--- src/logic/cui_pkg.sv ---
// Constants and state types for the clock unit interrupt and status block.
// Assumes an 8-bit register port addressed by the printed byte offsets.
package cui_pkg;

  // ---------------------------------------------------------------------
  // Register port geometry
  // ---------------------------------------------------------------------
  localparam int ADDR_W = 8;
  localparam int DATA_W = 8;

  // ---------------------------------------------------------------------
  // Register offsets
  // ---------------------------------------------------------------------
  localparam logic [7:0] OFS_PLL_LOCK_STATUS = 8'had;
  localparam logic [7:0] OFS_CLOCK_SWITCH_IRQ_STATUS = 8'hd8;
  localparam logic [7:0] OFS_CHANNEL_IRQ_SUMMARY = 8'h6f;
  localparam logic [7:0] OFS_GLOBAL_CONFIG_REG = 8'hc0;
  localparam logic [7:0] OFS_CLOCK_MODE_REG_SIX = 8'hc1;
  localparam logic [7:0] OFS_CLOCK_SWITCH_MASK_REG = 8'hc2;
  localparam logic [7:0] OFS_CLOCK_LOSS_STATUS_REG = 8'hc3;
  localparam logic [7:0] OFS_GLOBAL_IRQ_SUMMARY = 8'hc4;

  // ---------------------------------------------------------------------
  // Field positions
  // ---------------------------------------------------------------------
  localparam int POS_PLL_LOCK_CHANGED = 0;
  localparam int POS_PLL_LOCK_STATE = 1;
  localparam int POS_TXCLK_SRC_SWAP = 3;
  localparam int POS_DCO_REF_SWAP = 4;
  localparam int POS_CHANNEL8_SUMMARY = 7;
  localparam int POS_TX_REF_LOSS_STATE = 4;
  localparam int POS_SHOW_MASKED = 0;
  localparam int POS_COMPAT_SEL = 1;
  localparam int POS_AUTO_SWITCH_EN = 0;
  localparam int POS_SRC_SWITCH_SCHEME = 1;
  localparam int POS_SUM_PLL = 0;
  localparam int POS_SUM_CLOCK_SWITCH = 1;

  // Writable bits of the mask register; the rest are reserved
  localparam logic [7:0] MASK_WRITABLE = 8'h18;

  // ---------------------------------------------------------------------
  // Values after reset
  // ---------------------------------------------------------------------
  localparam logic [7:0] RST_MASK = 8'h00;
  localparam logic RST_SHOW_MASKED = 1'b0;
  localparam logic RST_COMPAT_SEL = 1'b0;
  localparam logic RST_AUTO_SWITCH_EN = 1'b0;
  localparam logic RST_SRC_SWITCH_SCHEME = 1'b0;
  localparam logic [7:0] RST_RD_DATA = 8'h00;
  localparam int SYNC_W = 2;

  // ---------------------------------------------------------------------
  // State types
  // ---------------------------------------------------------------------
  typedef struct packed {
    logic [SYNC_W-1:0] s1;
    logic [SYNC_W-1:0] s2;
    logic [SYNC_W-1:0] s3;
    logic [SYNC_W-1:0] q;
  } cui_sync_s;

  typedef struct packed {
    logic scheme;
    logic txClkSrcDco;
    logic dcoRefFixed;
    logic dcoRefSwapEvt;
    logic txSrcSwapEvt;
  } cui_switch_s;

  typedef struct packed {
    logic showMasked;
    logic compatSel;
    logic autoSwitchEn;
    logic srcSwitchScheme;
    logic [7:0] mask;
    logic pllLockState;
    logic pllChanged;
    logic dcoRefSwap;
    logic txSrcSwap;
    logic [7:0] rdData;
    logic irqOut;
  } cui_top_s;

endpackage : cui_pkg

--- src/logic/cui_clock_unit_irq_status.sv ---
// Interrupt and status flags of the master clocking unit, with register port.
// Assumes pin inputs are asynchronous; channel summary bits are on ref_clk.
//
// Implementation choice: strobed register access.
`timescale 1ns/1ns

// What this block does
// - PLL lock state readable at bit one
// - Lock bit valid always; compat chooses bit seven
// - Lock change sets flag until register read
// - Reading switch status clears both switch flags, not the lock change flag
// - Show-masked option records masked switch events
// - Masked recorded events skip interrupt and summary
// - DCO reference switch sets flag bit four
// - Auto switching off keeps switch flags zero
// - Transmit clock source switch sets bit three
// - Reference scheme drives transmit clock from DCO
// - Source scheme feeds DCO from fixed reference
// - Reference loss reported regardless of auto switching
// - Clock loss register bit four shows loss
module cui_clock_unit_irq_status (
  input wire logic ref_clk,
  input wire logic sys_rst,
  input wire logic clkEn,
  input wire logic [cui_pkg::ADDR_W-1:0] regAddr,
  input wire logic [cui_pkg::DATA_W-1:0] regWrData,
  input wire logic regWrStrobe,
  input wire logic regRdStrobe,
  output logic [cui_pkg::DATA_W-1:0] regRdData,
  input wire logic pllLockRaw,
  input wire logic txRefLossRaw,
  input wire logic [7:0] channelSummaryIn,
  output logic irqOut,
  output logic txClkSrcDco,
  output logic dcoRefFixed
);

  // ---------------------------------------------------------------------
  // Declarations
  // ---------------------------------------------------------------------
  cui_pkg::cui_top_s st;
  cui_pkg::cui_top_s next_st;
  logic [cui_pkg::SYNC_W-1:0] syncedPins;
  logic pllLockSync;
  logic txRefLossSync;
  logic dcoRefSwapEvt;
  logic txSrcSwapEvt;
  logic rdPll;
  logic rdSwitch;
  logic wrSwitch;
  logic dcoKeep;
  logic txKeep;
  logic [7:0] switchFlags;
  logic [7:0] switchPending;
  logic [7:0] readMux;

  // ---------------------------------------------------------------------
  // Pin synchronisers: PLL lock in bit 0, reference loss in bit 1
  // ---------------------------------------------------------------------
  cui_sync u_sync (
    .ref_clk(ref_clk),
    .sys_rst(sys_rst),
    .clkEn(clkEn),
    .pinIn({txRefLossRaw, pllLockRaw}),
    .levelOut(syncedPins)
  );

  assign pllLockSync = syncedPins[0];
  assign txRefLossSync = syncedPins[1];

  // ---------------------------------------------------------------------
  // Automatic clock switching selector
  // ---------------------------------------------------------------------
  cui_switch u_switch (
    .ref_clk(ref_clk),
    .sys_rst(sys_rst),
    .clkEn(clkEn),
    .autoSwitchEn(st.autoSwitchEn),
    .srcSwitchScheme(st.srcSwitchScheme),
    .txRefLoss(txRefLossSync),
    .txClkSrcDco(txClkSrcDco),
    .dcoRefFixed(dcoRefFixed),
    .dcoRefSwapEvt(dcoRefSwapEvt),
    .txSrcSwapEvt(txSrcSwapEvt)
  );

  // ---------------------------------------------------------------------
  // Access decode
  // ---------------------------------------------------------------------
  assign rdPll = regRdStrobe && (regAddr == cui_pkg::OFS_PLL_LOCK_STATUS);
  assign rdSwitch = regRdStrobe && (regAddr == cui_pkg::OFS_CLOCK_SWITCH_IRQ_STATUS);
  assign wrSwitch = regWrStrobe && (regAddr == cui_pkg::OFS_CLOCK_SWITCH_IRQ_STATUS);

  // Switch flags laid out as in the status register; gated by auto enable
  always_comb
  begin
    switchFlags = 8'h00;
    switchFlags[cui_pkg::POS_DCO_REF_SWAP] = st.dcoRefSwap & st.autoSwitchEn;
    switchFlags[cui_pkg::POS_TXCLK_SRC_SWAP] = st.txSrcSwap & st.autoSwitchEn;
    switchPending = switchFlags & ~st.mask;
  end

  // ---------------------------------------------------------------------
  // Read data selection; unmapped offsets read zero
  // ---------------------------------------------------------------------
  always_comb
  begin
    readMux = 8'h00; // Reserved bits stay zero
    unique case (regAddr)
      cui_pkg::OFS_PLL_LOCK_STATUS:
      begin
        readMux[cui_pkg::POS_PLL_LOCK_STATE] = st.pllLockState;
        readMux[cui_pkg::POS_PLL_LOCK_CHANGED] = st.pllChanged;
      end
      cui_pkg::OFS_CLOCK_SWITCH_IRQ_STATUS:
        readMux = switchFlags;
      cui_pkg::OFS_CHANNEL_IRQ_SUMMARY:
      begin
        readMux = channelSummaryIn;
        // Compat set lends bit seven to the lock state
        readMux[cui_pkg::POS_CHANNEL8_SUMMARY] = st.compatSel ? st.pllLockState
          : channelSummaryIn[cui_pkg::POS_CHANNEL8_SUMMARY];
      end
      cui_pkg::OFS_GLOBAL_CONFIG_REG:
      begin
        readMux[cui_pkg::POS_SHOW_MASKED] = st.showMasked;
        readMux[cui_pkg::POS_COMPAT_SEL] = st.compatSel;
      end
      cui_pkg::OFS_CLOCK_MODE_REG_SIX:
      begin
        readMux[cui_pkg::POS_AUTO_SWITCH_EN] = st.autoSwitchEn;
        readMux[cui_pkg::POS_SRC_SWITCH_SCHEME] = st.srcSwitchScheme;
      end
      cui_pkg::OFS_CLOCK_SWITCH_MASK_REG:
        readMux = st.mask;
      cui_pkg::OFS_CLOCK_LOSS_STATUS_REG:
        readMux[cui_pkg::POS_TX_REF_LOSS_STATE] = txRefLossSync;
      cui_pkg::OFS_GLOBAL_IRQ_SUMMARY:
      begin
        readMux[cui_pkg::POS_SUM_PLL] = st.pllChanged;
        readMux[cui_pkg::POS_SUM_CLOCK_SWITCH] = |switchPending;
      end
      default:
        readMux = 8'h00;
    endcase
  end

  // ---------------------------------------------------------------------
  // Next state
  // ---------------------------------------------------------------------
  always_comb
  begin
    next_st = st;
    dcoKeep = 1'b0;
    txKeep = 1'b0;

    // Configuration writes; reserved bits are dropped
    if (regWrStrobe)
    begin
      unique case (regAddr)
        cui_pkg::OFS_GLOBAL_CONFIG_REG:
        begin
          next_st.showMasked = regWrData[cui_pkg::POS_SHOW_MASKED];
          next_st.compatSel = regWrData[cui_pkg::POS_COMPAT_SEL];
        end
        cui_pkg::OFS_CLOCK_MODE_REG_SIX:
        begin
          next_st.autoSwitchEn = regWrData[cui_pkg::POS_AUTO_SWITCH_EN];
          next_st.srcSwitchScheme = regWrData[cui_pkg::POS_SRC_SWITCH_SCHEME];
        end
        cui_pkg::OFS_CLOCK_SWITCH_MASK_REG:
          next_st.mask = regWrData & cui_pkg::MASK_WRITABLE;
        default:
          next_st.mask = st.mask;
      endcase
    end

    // Lock state follows the pin; any change raises the sticky flag.
    // The read clears only what it saw, so a change in that cycle survives.
    next_st.pllLockState = pllLockSync;
    if (pllLockSync != st.pllLockState)
      next_st.pllChanged = 1'b1;
    else if (rdPll)
      next_st.pllChanged = 1'b0;

    // Switch flags: held unless read or written one; masked events only
    // recorded when the show-masked option is on
    dcoKeep = st.dcoRefSwap & ~rdSwitch
      & ~(wrSwitch & regWrData[cui_pkg::POS_DCO_REF_SWAP]);
    txKeep = st.txSrcSwap & ~rdSwitch
      & ~(wrSwitch & regWrData[cui_pkg::POS_TXCLK_SRC_SWAP]);
    next_st.dcoRefSwap = dcoKeep | (dcoRefSwapEvt
      & (~st.mask[cui_pkg::POS_DCO_REF_SWAP] | st.showMasked));
    next_st.txSrcSwap = txKeep | (txSrcSwapEvt
      & (~st.mask[cui_pkg::POS_TXCLK_SRC_SWAP] | st.showMasked));
    if (!st.autoSwitchEn)
    begin
      next_st.dcoRefSwap = 1'b0;
      next_st.txSrcSwap = 1'b0;
    end

    // Interrupt from the new state so it tracks the flags exactly
    next_st.irqOut = next_st.pllChanged
      | (next_st.autoSwitchEn & ~next_st.mask[cui_pkg::POS_DCO_REF_SWAP] & next_st.dcoRefSwap)
      | (next_st.autoSwitchEn & ~next_st.mask[cui_pkg::POS_TXCLK_SRC_SWAP] & next_st.txSrcSwap);

    // Read data stand only in the cycle after the strobe
    next_st.rdData = regRdStrobe ? readMux : cui_pkg::RST_RD_DATA;
  end

  // ---------------------------------------------------------------------
  // State register, frozen while the clock enable is low
  // ---------------------------------------------------------------------
  always_ff @(posedge ref_clk)
  begin
    if (sys_rst)
    begin
      st <= '0;
      st.mask <= cui_pkg::RST_MASK;
      st.showMasked <= cui_pkg::RST_SHOW_MASKED;
      st.compatSel <= cui_pkg::RST_COMPAT_SEL;
      st.autoSwitchEn <= cui_pkg::RST_AUTO_SWITCH_EN;
      st.srcSwitchScheme <= cui_pkg::RST_SRC_SWITCH_SCHEME;
    end
    else if (clkEn)
      st <= next_st;
  end

  assign regRdData = st.rdData;
  assign irqOut = st.irqOut;
endmodule : cui_clock_unit_irq_status

--- src/logic/cui_switch.sv ---
// Automatic transmit clock switching selector and switch event source.
// Assumes the loss level is already synchronised to ref_clk.
`timescale 1ns/1ns
module cui_switch (
  input wire logic ref_clk,
  input wire logic sys_rst,
  input wire logic clkEn,
  input wire logic autoSwitchEn,
  input wire logic srcSwitchScheme,
  input wire logic txRefLoss,
  output logic txClkSrcDco,
  output logic dcoRefFixed,
  output logic dcoRefSwapEvt,
  output logic txSrcSwapEvt
);

  cui_pkg::cui_switch_s st;
  cui_pkg::cui_switch_s next_st;
  logic swapWanted;

  // ---------------------------------------------------------------------
  // Source selection per scheme; events only on switches within a scheme
  // ---------------------------------------------------------------------
  always_comb
  begin
    next_st = st;
    swapWanted = autoSwitchEn & txRefLoss;
    next_st.scheme = srcSwitchScheme;
    if (srcSwitchScheme)
    begin
      next_st.dcoRefFixed = 1'b1;
      next_st.txClkSrcDco = swapWanted;
    end
    else
    begin
      next_st.txClkSrcDco = 1'b1;
      next_st.dcoRefFixed = swapWanted;
    end
    // A scheme change is a reconfiguration, not an automatic switch
    next_st.txSrcSwapEvt = autoSwitchEn & srcSwitchScheme & (st.scheme == srcSwitchScheme)
      & (next_st.txClkSrcDco != st.txClkSrcDco);
    next_st.dcoRefSwapEvt = autoSwitchEn & ~srcSwitchScheme & (st.scheme == srcSwitchScheme)
      & (next_st.dcoRefFixed != st.dcoRefFixed);
  end

  // Registered state, frozen while the clock enable is low
  always_ff @(posedge ref_clk)
  begin
    if (sys_rst)
      st <= '0;
    else if (clkEn)
      st <= next_st;
  end

  assign txClkSrcDco = st.txClkSrcDco;
  assign dcoRefFixed = st.dcoRefFixed;
  assign dcoRefSwapEvt = st.dcoRefSwapEvt;
  assign txSrcSwapEvt = st.txSrcSwapEvt;
endmodule : cui_switch

--- src/logic/cui_sync.sv ---
// Three-stage input synchroniser with agreement filter for pin inputs.
// Assumes inputs are asynchronous to ref_clk; output is a clean level.
`timescale 1ns/1ns
module cui_sync (
  input wire logic ref_clk,
  input wire logic sys_rst,
  input wire logic clkEn,
  input wire logic [cui_pkg::SYNC_W-1:0] pinIn,
  output logic [cui_pkg::SYNC_W-1:0] levelOut
);

  cui_pkg::cui_sync_s st;
  cui_pkg::cui_sync_s next_st;

  // ---------------------------------------------------------------------
  // Next state: a bit moves only once stages two and three agree
  // ---------------------------------------------------------------------
  always_comb
  begin
    next_st = st;
    next_st.s1 = pinIn;
    next_st.s2 = st.s1; // First stage feeds only the second
    next_st.s3 = st.s2;
    next_st.q = (~(st.s2 ^ st.s3) & st.s2) | ((st.s2 ^ st.s3) & st.q);
  end

  // Registered state, frozen while the clock enable is low
  always_ff @(posedge ref_clk)
  begin
    if (sys_rst)
      st <= '0;
    else if (clkEn)
      st <= next_st;
  end

  assign levelOut = st.q;

endmodule : cui_sync

--- config.mk ---
export PLATFORM = sky130hd
export DESIGN_NAME = cui_clock_unit_irq_status
export DESIGN_NICKNAME = d
export VERILOG_FILES = /design/src/logic/cui_pkg.sv /design/src/logic/cui_clock_unit_irq_status.sv /design/src/logic/cui_switch.sv /design/src/logic/cui_sync.sv
export SDC_FILE = /design/constraint.sdc
export NUM_CORES = 1
export LEC_CHECK = 0
export BUFFER_PORTS_ARGS = -buffer_cell sky130_fd_sc_hd__buf_2
export CAP_MARGIN = 20
export CORE_UTILIZATION = 51
export DETAILED_ROUTE_END_ITERATION = 10
export HOLD_SLACK_MARGIN = 0.15
export PLACE_DENSITY = 0.77
export SYNTH_ARGS = -nofsm -noshare
export SYNTH_HDL_FRONTEND = slang
export SYNTH_SLANG_ARGS = --single-unit
export TNS_END_PERCENT = 10
--- constraint.sdc ---
create_clock -name ref_clk -period 1.87 [get_ports ref_clk]
set_input_delay 0.561 -clock ref_clk [delete_from_list [all_inputs] [get_ports ref_clk]]
set_output_delay 0.561 -clock ref_clk [all_outputs]
set_load 0.01 [all_outputs]
==> metrics.md <==
| Metric | Value |
|---|---|
| Design Area, Final | `0.00193 sq mm` |
| Max incr delay on CP | `0.28 ns` |
| Seq/Total Area, Yosys | `0.377` |
| CTS H-tree lvls | `2` |
| NumNets Final | `255` |
| Hold Path Class | `flip-flop to flip-flop` |
| Number of global-route vias before repair | `1,371` |
| Tmin final | `1.52 ns` |
| Crit. End Element | `flip-flop` |
| Post-synth top area share | `0.377` |
| Post-CTS setup buffers | `0` |
| Worst Skew | `0.0112 ns` |
| Starting Density | `0.548` |
| GPL Wtd Cong | `0.864` |
| Yosys reg bits | `32` |
| Final Core Density | `0.623` |
| CP Cell Sequence | `buf_2, and4b_1, and4_4, a32o_1, o311ai_1, a21oi_1` |
| Synth top area cells | `dfxtp_1 38%, mux2i_1 11%, nor2_1 5.1%` |
| DR WL/cell | `13.6 um` |
| Ys Warns | `0` |
| Mux share of post-synthesis cell area | `0.119` |
| Slew Viols, Final | `0` |
| Syn nets | `224` |
| Run status | `finished, final reports clean` |
| Die Ht | `59.7 um` |
| CTS Buffer Depth | `2` |
| Number of synthesized flops with an enable pin | `0` |
| Global Route Usage Sum | `0.231` |
| Reg2Reg Depth | `5` |
| Reg2reg setup slack | `0.66 ns` |
| Worst vdd ir | `0.000587 V` |
| Synth Area in XOR/XNOR | `0.0155` |
| Cell area after synthesis | `0.00170 sq mm` |
| Worst path required time | `2.08 ns` |
| Hold Violations, Final | `0` |
| Tot Pwr | `1.25 mW` |
| Startpoint class of the critical path | `primary input` |
| Detailed Place HPWL | `2710 um` |
| Largest family of logic cells by synthesized area | `simple AND/OR/NAND/NOR gates` |
| Clk sinks | `32` |
| Max-cap viol count | `0` |
| Maximum clock rate | `0.656 GHz` |
| # diodes | `0` |
| DR vias | `1,495` |
| Total grt overflow | `0` |
| Cell Area, Placed | `0.00187 sq mm` |
| Initial antenna violation count | `0` |
| Initial DRC Count | `74` |
| Post-Synthesis Cells | `193` |
| CTS buffer count | `5` |
| Initial DRT Pass Iterations | `4` |
| Resized cells post-CTS | `0` |
| Worst slew pin tran | `0.424 ns` |
| Vias/cell | `5.56` |
| Share of cells above drive strength 1 | `0.280` |
| Slew headroom | `0.718` |
| Yosys top cell by area | `dfxtp_1` |
| Hold buffers post-CTS | `0` |
| Hold Path Stages | `2` |
| Synth Area per Inst | `8.80 sq um` |
| Final setup viols | `0` |
| Commonest non-fill, non-tap cells in the layout | `37 x buf_2, 32 x dfxtp_1, 23 x nor2_1` |
| Port Buffer Count | `37` |
| CTS tree | `built` |
| Ports | `42` |
| Post-synthesis simple-gate area fraction | `0.238` |
| Primary FF master, synth | `dfxtp_1` |
| Crit path DAT | `1.73 ns` |
| First-pass GRT wire length | `6060 um` |
| Post-synthesis cell type count | `48` |
| Dpl ws | `-0.00125 ns` |
| Largest net degree at the start of global routing | `26` |
| Final period util | `0.815` |
| CORE AREA | `0.00310 sq mm` |
| Post-Synth Adder-Cell Area | `0` |
| Pleak | `0.846 nW` |
| Antenna-violating nets left | `0` |
| Critical path peak fanout | `5` |
| Worst Setup Path Type | `primary input to flip-flop` |
| RSZ-0062 raised after global routing | `no` |
| P&R area growth vs syn | `13.8%` |
| Most common cell after layout, fill and taps aside | `buf_2` |
| Row Count | `20` |
| Clk_lat worst skew | `0.33 ns` |
| Clk slew on worst S/H paths | `0.10 ns` |
| Clk root buf | `clkbuf_4` |
| Die width | `59.7 um` |
| PD cells | `649 mW/mm^2` |
| Residual DRC | `0` |
| Post-synthesis compound-gate area fraction | `0.174` |
| Post-Route WL | `3670 um` |
| Setup TNS Final | `0 ns` |
| Final WS setup | `0.346 ns` |
| Die ar. | `0.00357 sq mm` |
| Async SR Flop Fraction | `0` |
| Slowest-stage cell, CP | `o311ai_1` |
## stage by stage
| step | hold WS (ns) | instances |
|---|---|---|
| 2_1_floorplan | 0.437 | 193 |
| 3_3_place_gp | 0.442 | 261 |
| 3_5_place_dp | 0.443 | 261 |
| 4_1_cts | 0.457 | 269 |
| 5_1_grt | 0.479 | 269 |
| 6_report | 0.456 | 269 |
## synth_stat cells, types with 2 or more instances
cell type / number
dfxtp_1: 32
a311oi_1: 2
a211oi_1: 4
nand3b_1: 2
nand3_1: 8
a32o_1: 2
mux2i_1: 18
o21ai_0: 4
nand4_1: 5
o211ai_1: 2
a21oi_1: 13
clkbuf_1: 8
mux2_2: 2
inv_1: 5
buf_4: 8
nor3b_1: 3
o41ai_2: 2
nor3_1: 3
a21boi_1: 2
a21o_1: 2
o32ai_1: 2
buf_2: 2
nor2_1: 23
xor2_1: 2
nand2_1: 14
## final cells by class
| class | instances | area, sq um |
|---|---|---|
| clock inverters | 2 | 10.0 |
| repair buffers | 43 | 230 |
| flip-flops and latches | 32 | 641 |
| fillers | 319 | 1170 |
| well taps | 44 | 55.1 |
| multi-input cells | 137 | 928 |
| inverters | 5 | 18.8 |
| clock buffers | 6 | 51.3 |
## kinds of logic (layout without fill, tap and decap cells)
group / count (synthesis) / count (layout)
simple gates: 73 / 73
mux: 20 / 20
compound gates: 41 / 41
flops: 32 / 32
buf+inv: 24 / 56
xor+xnor: 3 / 3
## sequential cells by signal, summed over array words and instances, names as in the netlist, 2 cells and up, named ones only
name,flops
regRdData,8
u_sync.next_st,4
st,10
u_sync.st,2
## final timing paths
path / from / to
worst min register to register: regRdData[1] / regRdData[1]
worst min-delay path: regRdData[1] / regRdData[1]
worst max-delay path: regAddr[2] / regRdData[1]
worst max register to register: st[17] / regRdData[1]
## routing by layer
layer  global-route usage  part of all wire  vias up
met3               0.0498             0.053       12
li1                     -                 -      755
met4                0.123             0.027        0
met1                0.291              0.45      682
met2                0.367              0.47       46
met5                    0                 0        -
## worst max-delay path: cells and delay by family
kind | cells | cell delay, ns
compound gates | 3 | 0.57
simple gates | 2 | 0.48
buf+inv | 1 | 0.12
## report_power, final
| group | switching, mW | total, mW | internal, mW |
|---|---|---|---|
| Clock | 0.230 | 0.408 | 0.179 |
| Sequential | 0.00918 | 0.703 | 0.694 |
| Combinational | 0.0814 | 0.143 | 0.0618 |
| Total | 0.320 | 1.25 | 0.935 |
Note: power is estimated with default switching activity, not from simulation.
